## src/core/ssc_defines.vh

```
// Constants for the secure session control frame interpreter.
// Assumes a 100 MHz system clock and a byte-wide host serial stream.
`ifndef SSC_DEFINES_VH
`define SSC_DEFINES_VH
// ==========================================
// Frame layout
`define START_DELIM 8'h7E
`define TYPE_REQ 8'h2E
`define TYPE_RESP 8'hAE
`define OFF_TYPE 16'h0003
`define OFF_DEST 16'h0004
`define OFF_OPTS 16'h000C
`define OFF_TMO_HI 16'h000D
`define OFF_TMO_LO 16'h000E
`define OFF_PW 16'h000F
`define LEN_MIN_LOGIN 16'h000C
`define PW_MAX 16'h0040
`define RESP_LEN 8'h03
`define CSUM_GOOD 8'hFF
`define BCAST_ADDR 64'h000000000000FFFF
`define TMO_MAX 16'h4650
`define OPT_LOGOUT 0
`define OPT_TERM 1
`define OPT_INTER 2
// ==========================================
// Status codes
`define ST_OK 8'h00
`define ST_NO_SESSION 8'h01
`define ST_AUTH_FAIL 8'h02
`define ST_INVALID 8'h0A
// ==========================================
// Timing
`define CLK_PERIOD_NS 10
`define HALF_SEC_NS 500000000
// ==========================================
// Register map (byte addresses)
`define REG_CTRL 8'h00
`define REG_STATUS 8'h04
`define REG_INT_STAT 8'h08
`define REG_INT_MASK 8'h0C
`define REG_REMAIN 8'h10
`define REG_DEST_LO 8'h14
`define REG_DEST_HI 8'h18
`define CTRL_RESET 32'h00000001
`define EV_RESP 0
`define EV_DROP 1
`define EV_OPEN 2
`define EV_END 3
`define EV_W 4
`endif

```

## src/core/half_tick_gen.v

```verilog
// Half-second tick generator.
// Assumes one free-running system clock; the tick is a one-cycle pulse.
`include "ssc_defines.vh"
`default_nettype none
module half_tick_gen #(
  parameter PERIOD = `HALF_SEC_NS / `CLK_PERIOD_NS
) (
  input wire sys_clk,
  input wire rst,
  output reg tick
);
  reg [31:0] cnt;

  always @(posedge sys_clk or posedge rst) begin
    if (rst) begin
      cnt <= 32'h00000000;
      tick <= 1'b0;
    end else if (cnt == PERIOD - 1) begin
      cnt <= 32'h00000000;
      tick <= 1'b1;
    end else begin
      cnt <= cnt + 32'h00000001;
      tick <= 1'b0;
    end
  end
endmodule
`default_nettype wire

```

## src/core/resp_sender.v

```verilog
// Serialiser for the secure session response frame.
// Assumes start arrives only while busy is low; tx follows valid/ready.
`include "ssc_defines.vh"
`default_nettype none
module resp_sender (
  input wire sys_clk,
  input wire rst,
  input wire start,
  input wire [7:0] opts,
  input wire [7:0] status,
  output reg [7:0] tx_data,
  output reg tx_valid,
  input wire tx_ready,
  output wire busy
);
  reg [2:0] pos;
  reg [7:0] o;
  reg [7:0] s;
  reg [7:0] next_byte;
  wire [7:0] csum = `CSUM_GOOD - (`TYPE_RESP + o + s);

  assign busy = tx_valid;

  always @* begin
    case (pos)
      3'h0: next_byte = 8'h00;
      3'h1: next_byte = `RESP_LEN;
      3'h2: next_byte = `TYPE_RESP;
      3'h3: next_byte = o;
      3'h4: next_byte = s;
      default: next_byte = csum;
    endcase
  end

  always @(posedge sys_clk or posedge rst) begin
    if (rst) begin
      pos <= 3'h0;
      o <= 8'h00;
      s <= 8'h00;
      tx_data <= 8'h00;
      tx_valid <= 1'b0;
    end else if (start && !tx_valid) begin
      o <= opts;
      s <= status;
      pos <= 3'h0;
      tx_data <= `START_DELIM;
      tx_valid <= 1'b1;
    end else if (tx_valid && tx_ready) begin
      // The checksum is loaded at position 5, so the frame ends once it is taken.
      if (pos == 3'h6) begin
        tx_valid <= 1'b0;
      end else begin
        tx_data <= next_byte;
        pos <= pos + 3'h1;
      end
    end
  end
endmodule
`default_nettype wire

```

## src/core/secure_session_control.v

```verilog
// Secure session control frame interpreter with APB registers.
// Assumes the host byte stream and the authentication engine share sys_clk.
// How it works
// The 16-bit length after the delimiter counts the bytes between it and the checksum.
// Only a frame whose type byte at offset 3 is 0x2E is acted upon.
// Every accepted request gets a response frame of type 0xAE.
// The host puts the 64-bit target address in offsets 4 to 11.
// The broadcast address applies the action to all incoming sessions.
// A login aimed at the broadcast address is refused with status 0xA.
// Options bits 0 and 1 both clear start client authentication with the target.
// Options bit 0 set closes the client session with the target.
// A logout ignores the other option bits, the timeout and the password.
// Options bit 1 set with bit 0 clear ends one incoming session, or all when broadcast.
// Options bit 2 clear makes the session end when its timeout runs out.
// Options bit 2 set restarts the timeout on each secured transfer.
// A successful login opens a secure session with the target.
// The timeout at offset 13 counts half seconds up to 0x4650; zero never expires.
// The password from offset 15 holds at most 64 bytes and only a login uses it.
// The checksum plus the sum of bytes from offset 3 must give 0xFF.
// Options bits 3 to 7 are ignored.
//
// Design decisions made here: the register addresses and the APB interface to the registers.
`include "ssc_defines.vh"
`default_nettype none
module secure_session_control #(
  parameter HALF_SEC_CYCLES = `HALF_SEC_NS / `CLK_PERIOD_NS
) (
  input wire sys_clk,
  input wire rst,
  input wire psel,
  input wire penable,
  input wire pwrite,
  input wire [7:0] paddr,
  input wire [31:0] pwdata,
  output reg [31:0] prdata,
  output wire pready,
  output wire pslverr,
  input wire [7:0] rx_data,
  input wire rx_valid,
  output wire rx_ready,
  output wire [7:0] tx_data,
  output wire tx_valid,
  input wire tx_ready,
  output reg [7:0] pw_data,
  output reg pw_valid,
  output reg auth_start,
  input wire auth_done,
  input wire auth_ok,
  output reg [63:0] req_dest,
  output reg term_req,
  output reg term_all,
  input wire sec_traffic,
  output reg session_active,
  output wire irq
);
  // ==========================================
  // Parser state
  localparam S_IDLE = 3'h0;
  localparam S_LEN_H = 3'h1;
  localparam S_LEN_L = 3'h2;
  localparam S_BODY = 3'h3;
  localparam S_CSUM = 3'h4;
  localparam S_EXEC = 3'h5;
  localparam S_WAIT = 3'h6;
  localparam S_RESP = 3'h7;

  reg [2:0] state;
  reg [15:0] len;
  reg [15:0] idx;
  reg [7:0] sum;
  reg [7:0] ftype;
  reg [7:0] opts;
  reg [15:0] tmo;
  reg [7:0] status;
  reg resp_start;
  reg [63:0] client_dest;
  reg [15:0] tmo_cfg;
  reg [15:0] remain;
  reg inter_mode;
  reg yielding;
  reg [`EV_W-1:0] ev;
  reg [31:0] ctrl;
  reg [`EV_W-1:0] int_stat;
  reg [`EV_W-1:0] int_mask;

  wire enable = ctrl[0];
  wire tx_busy;
  wire half_tick;
  wire rx_fire = rx_valid && rx_ready;
  wire [15:0] off = idx + `OFF_TYPE;
  wire is_bcast = (req_dest == `BCAST_ADDR);
  wire is_login = !opts[`OPT_LOGOUT] && !opts[`OPT_TERM];

  // The parser stalls the host while a request is executed and until its answer is started.
  assign rx_ready = enable && (state <= S_CSUM);

  // ==========================================
  // Helpers
  half_tick_gen #(.PERIOD(HALF_SEC_CYCLES)) u_tick (
    .sys_clk(sys_clk),
    .rst(rst),
    .tick(half_tick)
  );

  // Opts and status stay put until the sender has latched them at its start.
  resp_sender u_resp (
    .sys_clk(sys_clk),
    .rst(rst),
    .start(resp_start),
    .opts(opts),
    .status(status),
    .tx_data(tx_data),
    .tx_valid(tx_valid),
    .tx_ready(tx_ready),
    .busy(tx_busy)
  );

  // ==========================================
  // Frame interpreter and client session
  always @(posedge sys_clk or posedge rst) begin
    if (rst) begin
      state <= S_IDLE;
      len <= 16'h0000;
      idx <= 16'h0000;
      sum <= 8'h00;
      ftype <= 8'h00;
      opts <= 8'h00;
      tmo <= 16'h0000;
      status <= `ST_OK;
      resp_start <= 1'b0;
      req_dest <= 64'h0;
      client_dest <= 64'h0;
      tmo_cfg <= 16'h0000;
      remain <= 16'h0000;
      inter_mode <= 1'b0;
      yielding <= 1'b0;
      session_active <= 1'b0;
      pw_data <= 8'h00;
      pw_valid <= 1'b0;
      auth_start <= 1'b0;
      term_req <= 1'b0;
      term_all <= 1'b0;
      ev <= {`EV_W{1'b0}};
    end else begin
      resp_start <= 1'b0;
      pw_valid <= 1'b0;
      auth_start <= 1'b0;
      term_req <= 1'b0;
      ev <= {`EV_W{1'b0}};
      if (resp_start) begin
        ev[`EV_RESP] <= 1'b1;
      end

      // Session lifetime; a zero timeout marks a session that never expires.
      // A reload beats a tick in the same cycle, so a busy link in interactive mode never expires.
      if (session_active && !yielding) begin
        if (sec_traffic && inter_mode) begin
          remain <= tmo_cfg;
        end else if (half_tick) begin
          if (remain <= 16'h0001) begin
            session_active <= 1'b0;
            remain <= 16'h0000;
            ev[`EV_END] <= 1'b1;
          end else begin
            remain <= remain - 16'h0001;
          end
        end
      end

      case (state)
        S_IDLE: begin
          if (rx_fire && rx_data == `START_DELIM) begin
            state <= S_LEN_H;
          end
        end
        S_LEN_H: begin
          if (rx_fire) begin
            len[15:8] <= rx_data;
            state <= S_LEN_L;
          end
        end
        S_LEN_L: begin
          if (rx_fire) begin
            len[7:0] <= rx_data;
            idx <= 16'h0000;
            sum <= 8'h00;
            opts <= 8'h00;
            tmo <= 16'h0000;
            if (len[15:8] == 8'h00 && rx_data == 8'h00) begin
              ev[`EV_DROP] <= 1'b1;
              state <= S_IDLE;
            end else begin
              state <= S_BODY;
            end
          end
        end
        S_BODY: begin
          if (rx_fire) begin
            sum <= sum + rx_data;
            idx <= idx + 16'h0001;
            if (off == `OFF_TYPE) begin
              ftype <= rx_data;
            end else if (off < `OFF_OPTS) begin
              req_dest <= {req_dest[55:0], rx_data};
            end else if (off == `OFF_OPTS) begin
              opts <= rx_data;
            end else if (off == `OFF_TMO_HI) begin
              tmo[15:8] <= rx_data;
            end else if (off == `OFF_TMO_LO) begin
              tmo[7:0] <= rx_data;
            end else if (is_login) begin
              // Only a login hands the password bytes on to the authenticator.
              pw_data <= rx_data;
              pw_valid <= 1'b1;
            end
            if (idx + 16'h0001 == len) begin
              state <= S_CSUM;
            end
          end
        end
        S_CSUM: begin
          if (rx_fire) begin
            // Bad sums and foreign frame types are dropped without an answer.
            if (sum + rx_data == `CSUM_GOOD && ftype == `TYPE_REQ) begin
              state <= S_EXEC;
            end else begin
              ev[`EV_DROP] <= 1'b1;
              state <= S_IDLE;
            end
          end
        end
        S_EXEC: begin
          // Bits 3 to 7 of the options never reach any decision here.
          if (len < `OFF_OPTS - 16'h0002) begin
            status <= `ST_INVALID;
            state <= S_RESP;
          end else if (opts[`OPT_LOGOUT]) begin
            if (session_active && client_dest == req_dest) begin
              session_active <= 1'b0;
              ev[`EV_END] <= 1'b1;
              status <= `ST_OK;
            end else begin
              status <= `ST_NO_SESSION;
            end
            state <= S_RESP;
          end else if (opts[`OPT_TERM]) begin
            term_req <= 1'b1;
            term_all <= is_bcast;
            status <= `ST_OK;
            state <= S_RESP;
          end else if (is_bcast) begin
            status <= `ST_INVALID;
            state <= S_RESP;
          end else if (len < `LEN_MIN_LOGIN || len > `LEN_MIN_LOGIN + `PW_MAX || tmo > `TMO_MAX) begin
            status <= `ST_INVALID;
            state <= S_RESP;
          end else begin
            auth_start <= 1'b1;
            state <= S_WAIT;
          end
        end
        S_WAIT: begin
          // There is no timeout here: a silent authenticator stalls the parser.
          if (auth_done) begin
            if (auth_ok) begin
              session_active <= 1'b1;
              client_dest <= req_dest;
              tmo_cfg <= tmo;
              remain <= tmo;
              yielding <= (tmo == 16'h0000);
              inter_mode <= opts[`OPT_INTER];
              ev[`EV_OPEN] <= 1'b1;
              status <= `ST_OK;
            end else begin
              status <= `ST_AUTH_FAIL;
            end
            state <= S_RESP;
          end
        end
        default: begin
          if (!tx_busy && !resp_start) begin
            resp_start <= 1'b1;
            state <= S_IDLE;
          end
        end
      endcase
    end
  end

  // ==========================================
  // APB slave
  wire wr = psel && penable && pwrite;
  wire mapped = (paddr == `REG_CTRL) || (paddr == `REG_STATUS) ||
    (paddr == `REG_INT_STAT) || (paddr == `REG_INT_MASK) ||
    (paddr == `REG_REMAIN) || (paddr == `REG_DEST_LO) ||
    (paddr == `REG_DEST_HI);

  // Every access completes in its first access cycle.
  assign pready = 1'b1;
  assign pslverr = psel && penable && !mapped;
  assign irq = |(int_stat & int_mask);

  always @(posedge sys_clk or posedge rst) begin
    if (rst) begin
      ctrl <= `CTRL_RESET;
      int_stat <= {`EV_W{1'b0}};
      int_mask <= {`EV_W{1'b0}};
    end else begin
      if (wr && paddr == `REG_CTRL) begin
        ctrl <= {31'h00000000, pwdata[0]};
      end
      if (wr && paddr == `REG_INT_MASK) begin
        int_mask <= pwdata[`EV_W-1:0];
      end
      // A new event in the clearing cycle keeps its bit set.
      if (wr && paddr == `REG_INT_STAT) begin
        int_stat <= (int_stat & ~pwdata[`EV_W-1:0]) | ev;
      end else begin
        int_stat <= int_stat | ev;
      end
    end
  end

  always @* begin
    if (paddr == `REG_CTRL) begin
      prdata = ctrl;
    end else if (paddr == `REG_STATUS) begin
      prdata = {16'h0000, status, 1'b0, state, yielding, inter_mode, tx_busy, session_active};
    end else if (paddr == `REG_INT_STAT) begin
      prdata = {{(32-`EV_W){1'b0}}, int_stat};
    end else if (paddr == `REG_INT_MASK) begin
      prdata = {{(32-`EV_W){1'b0}}, int_mask};
    end else if (paddr == `REG_REMAIN) begin
      prdata = {16'h0000, remain};
    end else if (paddr == `REG_DEST_LO) begin
      prdata = client_dest[31:0];
    end else if (paddr == `REG_DEST_HI) begin
      prdata = client_dest[63:32];
    end else begin
      prdata = 32'h00000000;
    end
  end
endmodule
`default_nettype wire

```

## config.mk

```make
export PLATFORM = sky130hd
export DESIGN_NAME = secure_session_control
export DESIGN_NICKNAME = d
export VERILOG_FILES = /design/src/core/half_tick_gen.v /design/src/core/resp_sender.v /design/src/core/secure_session_control.v
export VERILOG_INCLUDE_DIRS = /design/src /design/src/core
export SDC_FILE = /design/constraint.sdc
export NUM_CORES = 1
export LEC_CHECK = 0
export BUFFER_PORTS_ARGS = -buffer_cell sky130_fd_sc_hd__buf_4
export CORE_AREA = 5 5 181 183
export CTS_CLUSTER_SIZE = 8
export DETAILED_ROUTE_END_ITERATION = 8
export DIE_AREA = 0 0 186 188
export PLACE_DENSITY = 0.75
export SLEW_MARGIN = 0
export SYNTH_ARGS = -nofsm -noshare
export SYNTH_HDL_FRONTEND = slang
export SYNTH_SLANG_ARGS = --single-unit
export TNS_END_PERCENT = 5
```

## constraint.sdc

```tcl
create_clock -name sys_clk -period 24.9 [get_ports sys_clk]
set_input_delay 0 -clock sys_clk [delete_from_list [all_inputs] [get_ports sys_clk]]
set_output_delay 0 -clock sys_clk [all_outputs]
set_load 0.05 [all_outputs]
```

==> run_results.csv, run 1 <==
group,metric,value,unit
run_status,status,"complete, no violations",
placed_design,place_inst,2233,
worst_setup_path,arrival,4.56,ns
synthesis,ys_seq_area_frac,0.484,
worst_setup_path,end_kind,"flop",
detailed_routing,wire_per_inst,20.9,µm
cts,clkSinkCount,323,
cts,cts_root_buffer,"clkbuf_16",
cts,cts_buffer_depth,3,
floorplanning,dieArea,0.0350,mm²
detailed_routing,drtIter0Drc,1628,
worst_setup_path,reg2reg_from,"state[1]$_DFFE_PP0P_",
floorplanning,start_util,0.538,
synthesis,synthArstFlopShare,1.00,
synthesis,yosysWarningCount,0,
floorplanning,coreArea,0.0311,mm²
final_layout,multi_input_area,0.00812,mm²
worst_setup_path,max_stage_delay,1.16,ns
pwr,leakagePower,9.67,nW
timing,fin_skew,0.0213,ns
worst_setup_path,startpoint,"state[1]$_DFFE_PP0P_",
detailed_routing,drtAntennaViolNets,0,
detailed_routing,wl_met1,19.8,mm
worst_setup_path,path_class,"reg -> reg",
detailed_routing,vias,14300,
timing,finalHoldViolCount,0,
placed_design,place_congestion,0.943,
global_route,antenna_found_initial,1,
timing,setup_viol,0,
global_route,globalRouteOverflowTotal,0,
synthesis,syn-cell-area,0.0167,mm²
final_layout,layout_common_cells,"nand2_1 (361), dfrtp_1 (322), buf_4 (163)",
synthesis,syn_inst,1755,
floorplanning,fp-row-count,65,
global_route,grt_pass1_wl,77.4,mm
timing,slew_headroom,0.208,
synthesis,synthDistinctLibCells,76,
final_layout,final-seq-area,0.00808,mm²
detailed_routing,drc,0,
synthesis,synth_fp_nets,1846,
global_route,grt_use_total,0.275,
synthesis,avgSynthCellArea,9.52,µm²
final_layout,n_fill_cell,2575,
timing,rsz0062_at_grt,"no",
cts,cts_buffers,46,
final_layout,final_common_cell,"nand2_1",
cts,h-tree-depth,2,
global_route,first_global_vias,14000,
job,max_cap_viol_count,0,
cts,clk_pin_slew_worst_paths,0.05,ns
worst_setup_path,critPathSlowestCell,"nor2_1",
placed_design,io_buffers,150,
cts,worstSkewPairLatency,0.54,ns
floorplanning,die_y,188,µm
synthesis,synth_ff_type,"dfrtp_1",
timing,period_needed,4.15,ns
final_layout,stdcell_count,2312,
synthesis,synth_seq_cells,323,
worst_setup_path,cp-start-kind,"flop",
detailed_routing,first_pass_iters,6,
detailed_routing,routed.top_layer,"met4",
pwr,peakVddDrop,52.2,µV
synthesis,synth_edf_count,0,
worst_setup_path,crit_fanout,20,
detailed_routing,met2_wirelength,22.3,mm
pwr,powerDensity,63.4,mW/mm²
detailed_routing,viasPerCell,6.17,
worst_setup_path,crit_required,25.31,ns
worst_hold_path,hp-class,"in -> reg",
global_route,grt_max_degree,106,
floorplanning,io_pins,180,
worst_setup_path,cp_top_family,"simple AND/OR/NAND/NOR gates",
timing,finalCritPeriodShare,0.167,
floorplanning,fp.dieW,186,µm
worst_setup_path,critPathBufInv,1,
worst_setup_path,crit_path_cell_trace,"inv_1, nor2_1, nand3_1, nor2_1, nand3_1, nor2_4, mux2_1",
detailed_routing,wl,48.4,mm
timing,worstMarginPinSlew,1.17,ns
final_layout,final_nets,1990,
timing,fmax,0.241,GHz
timing,slew_violations,0,
timing,fin_setup_tns,0,ns
detailed_routing,wl_met3,4.31,mm
final_layout,drive_above_1_share,0.133,
worst_hold_path,worstHoldStart,"pwrite",
cts,cts_tree,"done",
placed_design,dpl.hpwl,32.7,mm
final_layout,syn2layout_area_growth,17.0,%
-- cell families (layout without fill, tap and decap cells) --
family / after synthesis / count (layout) / synth area share
flip-flops: 323 / 323 / 0.484
buffers and inverters: 140 / 294 / 0.0324
adder cells (fa/ha/maj): 33 / 33 / 0.0256
AND/OR/NAND/NOR: 715 / 715 / 0.197
other: 1 / 2 / 0.000224
XOR/XNOR: 109 / 109 / 0.0571
AO/OA/AOI/OAI: 318 / 318 / 0.128
multiplexers: 116 / 116 / 0.0764
-- worst reg2reg max path, cell delays in order, from the launching register on --
cell	delay (ns)
dfrtp_1	0.62
inv_1	0.19
nor2_1	0.17
nand3_1	0.75
nor2_1	1.16
nand3_1	0.42
nor2_4	0.36
mux2_1	0.36
-- sequential cells by signal, indices dropped and copies added (netlist names), 8 cells and up --
| name | count |
|---|---|
| client_dest | 64 |
| len | 16 |
| tmo | 16 |
| sum | 8 |
| ftype | 8 |
| pw_data | 8 |
| idx | 16 |
| tmo_cfg | 16 |
| remain | 16 |
| req_dest | 64 |
| u_tick.cnt | 32 |
| u_resp.tx_data | 8 |
| u_resp.o | 8 |
| opts | 8 |
-- per-layer routing --
metal | track usage | vias to the layer above
li1 | - | 6431
met1 | 0.391 | 6998
met2 | 0.427 | 691
met3 | 0.0464 | 151
met4 | 0.101 | 0
met5 | 0 | -
-- power by group --
group          total (W)  internal (W)  switching (W)  leakage, nW
sequential      0.000556      0.000540      0.0000164         4.41
combinational   0.000136     0.0000454      0.0000901         4.67
clock           0.000548      0.000329       0.000218        0.592
-- area by class of cell --
type                       count  share of cell area
antenna                        1            0.000128
clock buffer                  54              0.0604
clock inverter                 4             0.00211
inverter                      53              0.0106
multi-input combinational   1292               0.415
sequential                   323               0.413
tap                          402              0.0257
timing repair buffer         183              0.0728
-- synth_stat cells, types with 23 or more instances --
cell / instances / area share
a22o_1: 43 / 0.023
inv_1: 53 / 0.012
nor4_1: 30 / 0.011
xor2_1: 66 / 0.035
o21ai_0: 84 / 0.025
o21ai_1: 25 / 0.0075
mux2_2: 24 / 0.016
nand4_1: 32 / 0.012
dfrtp_1: 322 / 0.48
mux2_1: 69 / 0.046
nand3_1: 34 / 0.010
clkbuf_1: 71 / 0.016
nor2_1: 122 / 0.027
nand2_1: 361 / 0.081
mux2i_1: 23 / 0.014
a21oi_1: 47 / 0.014
xnor2_1: 43 / 0.023
nor3_1: 33 / 0.0099
ha_1: 31 / 0.023
-- worst paths after layout --
path / end / slack [ns] / depth (start not counted)
hold reg to reg: int_stat[1]$_DFF_PP0_ / 0.42 / 1
max in group asynchronous: req_dest[36]$_DFFE_PP0P_ / 22.38 / 5
setup / recovery: ftype[4]$_DFFE_PP0P_ / 20.75 / 7
setup reg to reg: ftype[4]$_DFFE_PP0P_ / 20.75 / 7
min in group asynchronous: idx[5]$_DFFE_PP0P_ / 0.14 / 3
hold / removal: int_mask[1]$_DFFE_PP0P_ / 0.06 / 4
-- repair_timing --
item	in CTS	in global routing
hold endpoints to repair	183	0
setup endpoints to repair	0	0
buffers inserted	0	0
gates resized for setup	0	0
hold buffers	20	0
-- stage by stage --
step / area (µm²) / setup slack, ns / util / total power (W) / hold slack [ns]
after floorplan: 16700 / 15.96 / - / 0.000656 / 0.145
after global placement: 18100 / 20.93 / 0.584 / 0.000692 / 0.170
after detailed placement: 18100 / 20.88 / 0.584 / 0.000697 / 0.183
after CTS: 19600 / 20.89 / 0.629 / 0.00125 / 0.0412
after global routing: 19600 / 20.68 / 0.629 / 0.00129 / 0.107
final: 19600 / 20.75 / 0.630 / 0.00124 / 0.0627
No activity file was read; power rests on OpenSTA's default activity.
==> run 2, diff against run 1 <==
--- a/config.mk
+++ b/config.mk
@@ -6,12 +6,13 @@
 export SDC_FILE = /design/constraint.sdc
 export NUM_CORES = 1
 export LEC_CHECK = 0
+export ABC_AREA = 1
 export BUFFER_PORTS_ARGS = -buffer_cell sky130_fd_sc_hd__buf_4
-export CORE_AREA = 5 5 181 183
+export CORE_AREA = 5 5 187 189
 export CTS_CLUSTER_SIZE = 8
 export DETAILED_ROUTE_END_ITERATION = 8
-export DIE_AREA = 0 0 186 188
-export PLACE_DENSITY = 0.75
+export DIE_AREA = 0 0 192 194
+export PLACE_DENSITY = 0.76
 export SLEW_MARGIN = 0
 export SYNTH_ARGS = -nofsm -noshare
 export SYNTH_HDL_FRONTEND = slang
==> constraint.sdc (replaced) <==
create_clock -name sys_clk -period 3.7 [get_ports sys_clk]
set_input_delay 0 -clock sys_clk [delete_from_list [all_inputs] [get_ports sys_clk]]
set_output_delay 0 -clock sys_clk [all_outputs]
set_load 0.05 [all_outputs]
==> run 2 against run 1 <==
Effect of this change:
- first-iteration DRC count increased by 3.9%
- power increased to 6.4 times the previous value
- via count up 15%
==> run_results.csv, run 2 <==
group,metric,value,unit
run_status,status,"complete, no violations",
final_layout,drive_above_1_share,0.131,
worst_setup_path,arrival,3.58,ns
worst_setup_path,path_class,"reg -> reg",
cts,worstSkewPairLatency,0.54,ns
synthesis,syn_inst,2237,
worst_setup_path,critPathSlowestCell,"dfrtp_1",
detailed_routing,drtAntennaViolNets,0,
placed_design,dpl.hpwl,38.8,mm
final_layout,layout_common_cells,"nand2_1 (561), inv_1 (327), dfrtp_1 (322)",
worst_setup_path,crit_fanout,59,
detailed_routing,wire_per_inst,18.6,µm
synthesis,synth_edf_count,0,
floorplanning,die_y,194,µm
placed_design,place_congestion,0.980,
synthesis,synth_top_area_cell,"dfrtp_1",
synthesis,yosys.area.top_type_share,0.456,
synthesis,avgSynthCellArea,7.90,µm²
floorplanning,coreArea,0.0331,mm²
final_layout,final_nets,2501,
detailed_routing,first_pass_iters,5,
global_route,grt_max_degree,159,
timing,fmax,0.317,GHz
worst_setup_path,crit_required,4.12,ns
worst_setup_path,end_kind,"flop",
synthesis,netlist_top_cells_count,"nand2_1 (561), inv_1 (328), dfrtp_1 (322)",
synthesis,ys_seq_area_frac,0.458,
timing,finalCritPeriodShare,0.853,
worst_setup_path,startpoint,"idx[0]$_DFFE_PP0P_",
timing,fin_skew,0.0171,ns
detailed_routing,vias,16400,
final_layout,final_common_cell,"nand2_1",
floorplanning,fp-row-count,67,
timing,setup_viol,0,
detailed_routing,drtIter0Drc,1691,
synthesis,synth_ff_type,"dfrtp_1",
timing,period_needed,3.16,ns
final_layout,reg.largest.list,"client_dest: 64 flops, req_dest: 64 flops, u_tick.cnt: 32 flops",
global_route,globalRouteOverflowTotal,0,
global_route,first_global_vias,16100,
cts,cts_root_buffer,"clkbuf_16",
floorplanning,fp.dieW,192,µm
pwr,powerDensity,386,mW/mm²
synthesis,syn-cell-area,0.0177,mm²
worst_setup_path,max_stage_delay,0.48,ns
job,max_cap_viol_count,0,
timing,slew_violations,0,
floorplanning,start_util,0.534,
worst_hold_path,hp-class,"in -> reg",
worst_setup_path,r2r_end,"req_dest[58]$_DFFE_PP0P_",
final_layout,n_fill_cell,2875,
global_route,grt_use_total,0.282,
cts,cts_resized,0,
cts,cts_buffer_depth,3,
pwr,peakVddDrop,280,µV
synthesis,synthArstFlopShare,1.00,
cts,cts_setup_buffers,0,
cts,clkSinkCount,323,
cts,holdBufCountCts,21,
pwr,finalPower,0.00797,W
timing,finalHoldViolCount,0,
worst_setup_path,cp-start-kind,"flop",
timing,timing.hold.ws,0.0421,ns
worst_setup_path,path_depth,13,
floorplanning,dieArea,0.0372,mm²
cts,cts_buffers,46,
timing,slew_headroom,0.201,
final_layout,syn2layout_area_growth,16.8,%
synthesis,synth_seq_cells,323,
cts,cts_tree,"done",
synthesis,synth_fp_nets,2328,
synthesis,synthDistinctLibCells,56,
detailed_routing,viasPerCell,5.71,
pwr,leakagePower,10.0,nW
cts,clk_pin_slew_worst_paths,0.05,ns
synthesis,synth_area_leaders,"dfrtp_1 (46%), nand2_1 (12%), inv_1 (7.0%)",
synthesis,synth.most_common_cell,"nand2_1",
worst_setup_path,critPathBufInv,2,
worst_setup_path,ff2ff_path_depth,13,
synthesis,yosysWarningCount,0,
worst_setup_path,r2r_setup_slack,0.54,ns
global_route,antenna_found_initial,0,
worst_setup_path,crit_path_cell_trace,"inv_1, ha_1, nor2_4, nand2_1, nand2_1, nand2_1, nor2_1, nand2_1, nor2_1, nand4_4, buf_12, nand2_1, o21ai_2",
global_route,grt_pass1_wl,85.1,mm
worst_setup_path,crit_path_end,"req_dest[58]$_DFFE_PP0P_",
timing,fin_setup_tns,0,ns
cts,h-tree-depth,2,
detailed_routing,wl,53.3,mm
detailed_routing,drc,0,
final_layout,diodes,0,
placed_design,io_buffers,150,
worst_setup_path,cp_top_family,"simple AND/OR/NAND/NOR gates",
timing,rsz0062_at_grt,"no",
worst_setup_path,reg2reg_from,"idx[0]$_DFFE_PP0P_",
floorplanning,io_pins,180,
timing,worstMarginPinSlew,1.20,ns
worst_setup_path,crit_top_cell,"nand2_1",
[run 2: tightest hold or removal path, stage by stage]
cell	delay, ns
buf_4	0.11
nand2_1	0.13
o22ai_1	0.09
a21oi_1	0.11
o21ai_0	0.07
[run 2: area by class of cell]
type / instances / area, µm² / share of cell area
Clock buffer: 57 / 1220 / 0.0593
Clock inverter: 3 / 33.8 / 0.00164
Inverter: 340 / 1280 / 0.0620
Multi-Input combinational cell: 1516 / 7980 / 0.387
Sequential cell: 323 / 8080 / 0.392
Tap cell: 448 / 561 / 0.0272
Timing Repair Buffer: 183 / 1480 / 0.0715
[run 2: kinds of logic (layout without fill, tap and decap cells)]
group	count (synthesis)	in the layout	share of synthesized area
other cells	1	1	0.000212
fa+ha+maj	33	33	0.0242
xor+xnor	63	63	0.0312
buf+inv	398	583	0.0916
flops	323	323	0.458
compound gates	452	452	0.159
simple gates	967	967	0.236
[run 2: worst min path at each step]
stage | start | to | slack [ns] | cells past startpoint
final | sec_traffic | remain[1]$_DFF_PP0_ | 0.04 | 5
after global routing | sec_traffic | session_active$_DFF_PP0_ | 0.07 | 5
after CTS | sec_traffic | session_active$_DFF_PP0_ | 0.006 | 5
after detailed placement | rst | u_tick.cnt[17]$_DFF_PP0_ | 0.08 | 2
after global placement | rst | u_tick.cnt[18]$_DFF_PP0_ | 0.08 | 2
after floorplan | tx_ready | u_resp.busy$_DFFE_PP0P_ | 0.1 | 1
[run 2: report_power, final]
part	internal [W]	switching (W)
clock	0.00229	0.00153
sequential	0.00362	0.0000926
combinational	0.000147	0.000291
[run 2: metal layers]
metal / wire length, µm / track usage
met5: 0 / 0
met4: 2170 / 0.112
met3: 4610 / 0.0578
met2: 24700 / 0.450
met1: 21900 / 0.379
[run 2: stage by stage]
stage	util	cell area, µm²	setup slack [ns]	instances
after global placement	0.579	19200	0.706	2789
after global routing	0.623	20600	0.235	2870
after detailed placement	0.579	19200	0.623	2789
final	0.623	20600	0.545	2870
after CTS	0.623	20600	0.580	2870
after floorplan	-	17700	-0.608	2237
